**config.mk**
```make
export PLATFORM = sky130hd
export DESIGN_NAME = skb_softkey
export DESIGN_NICKNAME = d
export VERILOG_FILES = /design/src/logic/skb_pkg.sv /design/src/logic/skb_cycle_strobe.sv /design/src/logic/skb_softkey.sv
export SDC_FILE = /design/constraint.sdc
export NUM_CORES = 1
export LEC_CHECK = 0
export BUFFER_PORTS_ARGS = -buffer_cell sky130_fd_sc_hd__buf_2
export CAP_MARGIN = 40
export CORE_ASPECT_RATIO = 0.9
export CORE_MARGIN = 5
export CORE_UTILIZATION = 45
export DETAILED_ROUTE_END_ITERATION = 12
export GPL_TIMING_DRIVEN = 0
export PLACE_DENSITY = 0.71
export SYNTH_ARGS = -nofsm -noshare
export SYNTH_HDL_FRONTEND = slang
export SYNTH_SLANG_ARGS = --single-unit
```
**constraint.sdc**
```tcl
create_clock -name sys_clk -period 2.3 [get_ports sys_clk]
set_clock_uncertainty 0.05 [all_clocks]
set_input_delay 0 -clock sys_clk [delete_from_list [all_inputs] [get_ports sys_clk]]
set_output_delay 0 -clock sys_clk [all_outputs]
set_load 0.005 [all_outputs]
```
**src/logic/skb_pkg.sv**
```systemverilog
package skb_pkg;

    // ----------------------------------------
    // Clock and timing
    // ----------------------------------------
    localparam int CLK_HZ = 20_000_000;
    localparam int PROG_CYCLE_US = 1000;
    localparam int PROG_CYCLE_CYC = (CLK_HZ / 1_000_000) * PROG_CYCLE_US;
    localparam int LONG_PRESS_S = 3;
    localparam int LONG_PRESS_CYC = LONG_PRESS_S * CLK_HZ;

    // ----------------------------------------
    // Register map
    // ----------------------------------------
    localparam int ADDR_W = 4;
    localparam logic [ADDR_W-1:0] REG_CFG = 4'h0;
    localparam logic [ADDR_W-1:0] REG_STATUS = 4'h4;
    localparam int CFG_W = 5;
    localparam int STAT_W = 4;

    // Configuration word, bit 4 downward
    typedef struct packed {
        logic key_esc;
        logic key_ok;
        logic retentive;
        logic init_status;
        logic type_switch;
    } skb_cfg_s;

    localparam skb_cfg_s CFG_RESET = '{default: 1'b0};

    // Readback of live state, bit 3 downward
    typedef struct packed {
        logic edit_value;
        logic edit_mode;
        logic q;
        logic status;
    } skb_stat_s;

    // Front-panel keys
    typedef struct packed {
        logic ok;
        logic esc;
        logic up;
        logic down;
    } skb_keys_s;

endpackage

```
**src/logic/skb_cycle_strobe.sv**
```systemverilog
module skb_cycle_strobe #(
    parameter int DIV = 20000
) (
    input wire logic sys_clk,
    input wire logic rst,
    output logic strobe
);
    localparam int CW = (DIV > 1) ? $clog2(DIV) : 1;

    if (DIV < 1) begin : g_bad_div
        $error("skb_cycle_strobe: DIV must be at least 1");
    end

    logic [CW-1:0] count;

    // ----------------------------------------
    // Divider for the program cycle
    // ----------------------------------------
    always_ff @(posedge sys_clk) begin
        if (rst) begin
            count <= '0;
            strobe <= 1'b0;
        end else if (count == CW'(DIV - 1)) begin
            count <= '0;
            strobe <= 1'b1;
        end else begin
            count <= count + CW'(1);
            strobe <= 1'b0;
        end
    end

endmodule

```
**src/logic/skb_softkey.sv**
```systemverilog
// The implementer's own choices: the Wishbone interface to the registers and the register offsets.
module skb_softkey #(
    parameter int CYCLE_DIV = skb_pkg::PROG_CYCLE_CYC,
    parameter int LONG_PRESS = skb_pkg::LONG_PRESS_CYC
) (
    input wire logic sys_clk,
    input wire logic rst,
    // Wishbone classic slave
    input wire logic wb_cyc_i,
    input wire logic wb_stb_i,
    input wire logic wb_we_i,
    input wire logic [skb_pkg::ADDR_W-1:0] wb_adr_i,
    input wire logic [3:0] wb_sel_i,
    input wire logic [31:0] wb_dat_i,
    output logic [31:0] wb_dat_o,
    output logic wb_ack_o,
    // Block signals
    input wire logic enable,
    input wire logic prog_start,
    input wire logic msg_shown,
    input wire skb_pkg::skb_keys_s keys,
    output logic q,
    output logic edit_mode
);
    import skb_pkg::*;

    localparam int LP_W = $clog2(LONG_PRESS + 1);

    if (LONG_PRESS < 2) begin : g_bad_long
        $error("skb_softkey: LONG_PRESS must be at least 2");
    end

    skb_cfg_s cfg;
    logic status;
    logic edit_value;
    logic strobe;
    logic en_prev;
    logic stat_prev;
    logic ok_prev;
    logic esc_prev;
    logic up_prev;
    logic down_prev;
    logic [LP_W-1:0] press_cnt;
    logic long_done;

    // ----------------------------------------
    // Program cycle strobe
    // ----------------------------------------
    skb_cycle_strobe #(
        .DIV(CYCLE_DIV)
    ) u_strobe (
        .sys_clk(sys_clk),
        .rst(rst),
        .strobe(strobe)
    );

    // ----------------------------------------
    // Bus decode
    // ----------------------------------------
    logic bus_req;
    logic bus_wr;
    logic cfg_wr;
    logic status_wr;
    skb_stat_s stat_view;

    // Write takes effect at the edge where ack is high
    assign bus_req = wb_cyc_i && wb_stb_i;
    assign bus_wr = bus_req && wb_we_i && wb_ack_o && wb_sel_i[0];
    assign cfg_wr = bus_wr && (wb_adr_i == REG_CFG);
    assign status_wr = bus_wr && (wb_adr_i == REG_STATUS);
    assign stat_view = '{edit_value: edit_value, edit_mode: edit_mode, q: q, status: status};

    // Ack one cycle after the request, dropped the next cycle
    always_ff @(posedge sys_clk) begin
        if (rst) begin
            wb_ack_o <= 1'b0;
        end else begin
            wb_ack_o <= bus_req && !wb_ack_o;
        end
    end

    // Read data, unmapped reads as zero
    always_ff @(posedge sys_clk) begin
        if (rst) begin
            wb_dat_o <= '0;
        end else if (bus_req && !wb_ack_o && !wb_we_i) begin
            case (wb_adr_i)
                REG_CFG: wb_dat_o <= {{(32-CFG_W){1'b0}}, cfg};
                REG_STATUS: wb_dat_o <= {{(32-STAT_W){1'b0}}, stat_view};
                default: wb_dat_o <= '0;
            endcase
        end
    end

    // Configuration register, momentary type after reset
    always_ff @(posedge sys_clk) begin
        if (rst) begin
            cfg <= CFG_RESET;
        end else if (cfg_wr) begin
            cfg <= skb_cfg_s'(wb_dat_i[CFG_W-1:0]);
        end
    end

    // ----------------------------------------
    // Front-panel keys
    // ----------------------------------------
    logic ok_fall;
    logic short_ok;
    logic ok_toggle;
    logic esc_toggle;
    logic edit_enter;
    logic edit_confirm;
    logic arrow_hit;
    logic long_hit;

    assign ok_fall = ok_prev && !keys.ok;
    assign short_ok = ok_fall && !long_done && msg_shown;
    assign ok_toggle = short_ok && !edit_mode && cfg.key_ok;
    assign esc_toggle = keys.esc && !esc_prev && msg_shown && !edit_mode && cfg.key_esc;
    assign long_hit = keys.ok && msg_shown && !long_done && (press_cnt == LP_W'(LONG_PRESS - 1));
    assign edit_enter = long_hit && !edit_mode;
    assign edit_confirm = short_ok && edit_mode;
    assign arrow_hit = (keys.up && !up_prev) || (keys.down && !down_prev);

    // Key history for edge detection
    always_ff @(posedge sys_clk) begin
        if (rst) begin
            ok_prev <= 1'b0;
            esc_prev <= 1'b0;
            up_prev <= 1'b0;
            down_prev <= 1'b0;
        end else begin
            ok_prev <= keys.ok;
            esc_prev <= keys.esc;
            up_prev <= keys.up;
            down_prev <= keys.down;
        end
    end

    // Long-press timer, held while the message is hidden
    always_ff @(posedge sys_clk) begin
        if (rst || !keys.ok) begin
            press_cnt <= '0;
            long_done <= 1'b0;
        end else if (msg_shown && !long_done) begin
            press_cnt <= press_cnt + LP_W'(1);
            long_done <= long_hit;
        end
    end

    // Edit mode; arrows flip the pending value
    always_ff @(posedge sys_clk) begin
        if (rst) begin
            edit_mode <= 1'b0;
            edit_value <= 1'b0;
        end else if (edit_enter) begin
            edit_mode <= 1'b1;
            edit_value <= status;
        end else if (edit_mode) begin
            if (edit_confirm || !msg_shown) begin
                edit_mode <= 1'b0;
            end
            if (arrow_hit) begin
                edit_value <= !edit_value;
            end
        end
    end

    // ----------------------------------------
    // Status: bus, then restart, then keys
    // ----------------------------------------
    always_ff @(posedge sys_clk) begin
        if (rst) begin
            status <= 1'b0;
        end else if (status_wr) begin
            status <= wb_dat_i[0];
        end else if (prog_start) begin
            if (!cfg.retentive) begin
                status <= cfg.init_status;
            end
        end else if (edit_confirm) begin
            status <= edit_value;
        end else if (ok_toggle || esc_toggle) begin
            status <= !status;
        end
    end

    // ----------------------------------------
    // Output, evaluated once per program cycle
    // ----------------------------------------
    always_ff @(posedge sys_clk) begin
        if (rst) begin
            en_prev <= 1'b0;
            stat_prev <= 1'b0;
        end else if (strobe) begin
            en_prev <= enable;
            stat_prev <= status;
        end
    end

    always_ff @(posedge sys_clk) begin
        if (rst) begin
            q <= 1'b0;
        end else if (strobe) begin
            if (!enable) begin
                q <= 1'b0;
            end else if (!status) begin
                q <= 1'b0;
            end else if (cfg.type_switch) begin
                q <= 1'b1;
            end else begin
                q <= (!en_prev || !stat_prev);
            end
        end
    end

    logic key_act;
    assign key_act = edit_confirm || ok_toggle || esc_toggle;
endmodule

```
======== Word level (Yosys, flattened, before mapping) ========
Index checks and enable logic that the tools add are counted.
cells by class
  $add $sub $neg .......................... 2
  equal/unequal tests ..................... 4
  multiplexer cells ....................... 16
  reductions and logical operators ........ 50
operators by type and width
  cell                     number
  $add A26 B1 Y26 const B  1
  $eq A26 B26 Y1 const B   1
  $logic_and A1 B1 Y1      25
  $add A15 B1 Y15 const B  1
  $eq A15 B15 Y1 const B   1
  $mux W1                  15
  $logic_not A1 Y1         13
  $pmux W5 S2              1
  $logic_or A1 B1 Y1       5
  $eq A4 B3 Y1 const B     1
  $logic_not A4 Y1         1
  $reduce_and A2 Y1        2
  $reduce_bool A2 Y1       2
  $reduce_bool A4 Y1       1
  $ne A3 B2 Y1 const B     1
  $reduce_or A2 Y1         1
word-level totals
  register bits ........................... 91
  output and inout bits ................... 35

======== Longest topological paths before layout ========
  depth after elaboration ................. 11
  mapped depth ............................ 7
  depth with buffers taken out ............ 6

======== By module ========
From an unflattened synthesis, not the netlist that was laid out.
second synthesis, totals
  cell total of the unflattened synthesis .. 340
  area, all modules ....................... 3070.4 µm²
by module, submodules not included
  module            instances  cells each  area an instance (µm²)
  skb_softkey       1          264         2349.8
  skb_cycle_strobe  1          76          720.7

======== Least setup slack after synthesis ========
OpenSTA, ideal clock, no wires.
  kind .................................... register to register
  start ................................... register press_cnt[0]
  end ..................................... register edit_value
  arrival ................................. 1675 ps
  data required time ...................... 2122 ps
  path slack .............................. 447 ps
  cell stages (with the launch flop) ...... 7
  buffers on the path ..................... 0
  clock period less this slack ............ 1853 ps
  path through ............................ dfxtp_1 ha_1 nand4b_1 or3_4 or4_4 mux2i_1 nor2_1
between the ends
  word-level cells in the longest chain between the ends .. 5
RTL lines
  item                                 RTL line            text
  from (decl)                          skb_softkey.sv:43   logic [LP_W-1:0] press_cnt;
  from (signal assigned)               skb_softkey.sv:146  press_cnt <= press_cnt + LP_W'(1);
  $eq A26 B26 Y1 *                     skb_softkey.sv:120  assign long_hit = keys.ok && msg_shown && !long_done && (press_cnt == LP_W'(LONG_PRESS - 1));
  $logic_and A1 B1 Y1 *                skb_softkey.sv:120
  $logic_and A1 B1 Y1 *                skb_softkey.sv:121  assign edit_enter = long_hit && !edit_mode;
  $reduce_bool A2 Y1 (no source line)  n/a
  $reduce_and A2 Y1 (no source line)   n/a
  to (signal assigned)                 skb_softkey.sv:158  edit_value <= status;
  to (signal assigned)                 skb_softkey.sv:164  edit_value <= !edit_value;
  to (decl)                            skb_softkey.sv:35   logic edit_value;
Every way passes the cells marked *; elsewhere a longest branch is shown, timed or not.
A chain may end at the register's enable or synchronous reset.

======== Final worst setup path ========
Same ends and word-level chain as after synthesis.

==> qor.yml <==
status: "complete, no violations"
n_fill_cell: 575
whs_ps: 29.47
p_leak_nw: 1.580
path_cells: "ha_1 -> nand4b_1 -> or3_4 -> or4_4 -> mux2i_1 -> nor2_1"
whs_path_depth: 4
rsz0062_at_grt: "no"
final.setup.tns_ps: 0
internal_power_mw: 1.918
crit_fanout: 3
yosysWarnings: 0
min_period_over_period_pct: 89.87
ios: 87
seqCellArea_um2: 1281
grt_max_degree: 13
drive_above_1_share_pct: 18.40
setup.worst_path.start: "press_cnt[0]"
post_cts_buffers: 0
dieArea_um2: 8378
ant_nets: 0
drv_slew: 0
max_slew_margin_pct: 61.07
synth_area_um2: 2990
sw_frac_of_total_pct: 21.59
finalSetupViolations: 0
netlist.top_cell.by_area: "dfxtp_1"
async_flop_share_pct: 0
ys_ff_latch: 64
synthFlopType: "dfxtp_1"
endpoint: "edit_value"
fp.dieW_um: 95.93
cts_buffers: 9
routed-via-count: 2419
synth_edf_count: 0
crit_buf_inv: 0
wire_per_inst_um: 11.88
fmax_mhz: 483.8
crit_arrival_ps: 2240
routed_wirelength_um: 6106
cts_tree: "yes"
finish.utilization_pct: 57.41
criticalPathCategory: "reg2reg"
clk_pin_slew_ps: 70
grt_usage_pct: 15.86
required_ps: 2470
grt_pass1_wl_um: 10230
hold_viol_final: 0
crit_path_top_delay_cell: "or4_4"
combPwrFrac_pct: 5.9
syn_inst: 339
ir_worst_vdd_mv: 0.3775
cts_buffer_depth: 2
rows: 28
rr_worst_depth: 6
synth.area.top_cells: "dfxtp_1, xor2_1, nor2_1, buf_4, mux2i_1"
yosysSeqAreaShare_pct: 42.85
min_from: "wb_sel_i[0]"
cp-start-kind: "flip-flop"
reg2reg_slack_ps: 230
grt_pass1_vias: 2224
hp-class: "in2reg"
multiInputGateArea_um2: 1538
period_needed_ps: 2067
endpoint_kind: "flip-flop"
area_growth_pct: 25.10
synth_common_cells: "dfxtp_1, nor2_1, xor2_1"
slowest_delay_ps: 500
vias_per_cell: 4.706
first_pass_iters: 4
p_clk_share_pct: 48.0
clockRootBuffer: "clkbuf_8"
portBuffers: 28
synth.top_cell.area_share_pct: 42.85
r2r-start: "press_cnt[0]"
clock_latency_ps: 350
synth_area_per_cell_um2: 8.821
seq_power_share_pct: 46.1
gp_congestion: 0.8079
htree_levels: 3
power.switching_uw: 528.1
core_um2: 6516
dp_hpwl_um: 4305
initial_core_util_pct: 45.89
die_y_um: 87.34
antenna_found_initial: 0
grt-ovfl-total: 0
yosysMostFrequentCell: "dfxtp_1"
reg2reg_to: "edit_value"
path_delay_family: "simple AND/OR/NAND/NOR gates"
synth_cell_type_count: 42
fin_nets: 473
worst_pin_slew_ps: 579.2
powerDensity_nw_per_um2: 653.8
drv_cap: 0
clock-sinks: 64
critical_path_depth: 6
drt_first_iter_violations: 66
drc: 0
diodes: 0
-- timing repair --
action,in CTS,in global routing
endpoints found under the setup margin,0,4
hold endpoints to repair,13,0
resized for setup,0,1
hold buffers,15,0
-- metal layers --
layer  wire length, µm  vias up  track usage [%]
li1                  -     1259                -
met1              2894     1101            19.89
met2              2769       49            24.81
met3               287       10            4.322
met4               155        0            8.140
met5                 0        -                0
-- tightest hold or removal path: cells and delay by family --
kind,cells,cell delay [ps]
simple gates,2,220
compound gates,1,70
buf+inv,1,100
-- kinds of logic (layout without fill, tap and decap cells) --
kind of cell,count (synthesis),after routing,synth area share (%)
compound gates,17,17,3.640
xor+xnor,38,38,11.13
fa+ha+maj,2,2,0.8367
buf+inv,46,105,9.205
flops,64,64,42.85
mux,13,13,4.351
other cells,1,27,0.1254
simple gates,158,158,27.87
-- power by group through the flow --
stage | clock (mW) | sequential, mW | combinational (mW)
floorplan | 0 | 1.15 | 0.0870
global placement | 0 | 1.15 | 0.121
detailed placement | 0 | 1.15 | 0.122
CTS | 1.20 | 1.13 | 0.142
global route | 1.25 | 1.13 | 0.162
finish | 1.17 | 1.13 | 0.145
-- through the flow --
| stage | setup slack, ps | power, mW | cells | instance area [µm²] |
|---|---|---|---|---|
| 2_1_floorplan | 447.1 | 1.237 | 365 | 3088 |
| 3_3_place_gp | 251.8 | 1.273 | 483 | 3341 |
| 3_5_place_dp | 202.0 | 1.275 | 483 | 3341 |
| 4_1_cts | 130.9 | 2.468 | 514 | 3735 |
| 5_1_grt | 113.1 | 2.536 | 514 | 3741 |
| 6_report | 233.0 | 2.446 | 514 | 3741 |
-- flip-flops by register name, summed over array words and instances (netlist names), 5 cells and up --
signal and count:
press_cnt 26, u_strobe.count 15, cfg 5, wb_dat_o 5
-- area by class of cell --
type / count / share of cell area, %
well taps: 90 / 3.010
clock buffers: 9 / 3.311
multi-input cells: 255 / 41.10
repair buffers: 43 / 7.759
flip-flops and latches: 64 / 34.25
plain buffers: 38 / 6.555
inverters: 8 / 0.8027
clock inverters: 7 / 3.211
-- placed cells by master (no fill, tap or decap), types with 2 or more instances in the layout --
cell type,Yosys,layout
or3_1,4,4
or4_1,3,3
conb_1,1,27
clkinv_4,0,2
o21ai_0,2,2
xor2_1,28,28
nor2b_1,6,6
and3_1,7,7
dlygate4sd3_1,0,15
dfxtp_1,64,64
a21oi_1,7,7
o21a_1,2,2
nor4bb_1,2,2
mux2i_1,13,13
nand4_1,14,14
inv_1,8,8
nor4_1,3,2
and4_1,5,5
bufinv_16,0,3
nor3_1,8,8
ha_1,2,2
nand3_1,14,14
nand2_1,17,17
nor2_1,62,62
buf_2,1,29
nand2b_1,3,3
clkbuf_1,10,10
xnor2_1,10,10
clkbuf_8,0,9
buf_4,27,27
-- worst min path at each step --
stage,endpoint,slack [ps]
final,status,30
after global routing,status,50
after CTS,status,8
after detailed placement,down_prev,180
after global placement,down_prev,170
after floorplan,down_prev,20
Power figures use the tool's default switching activity.
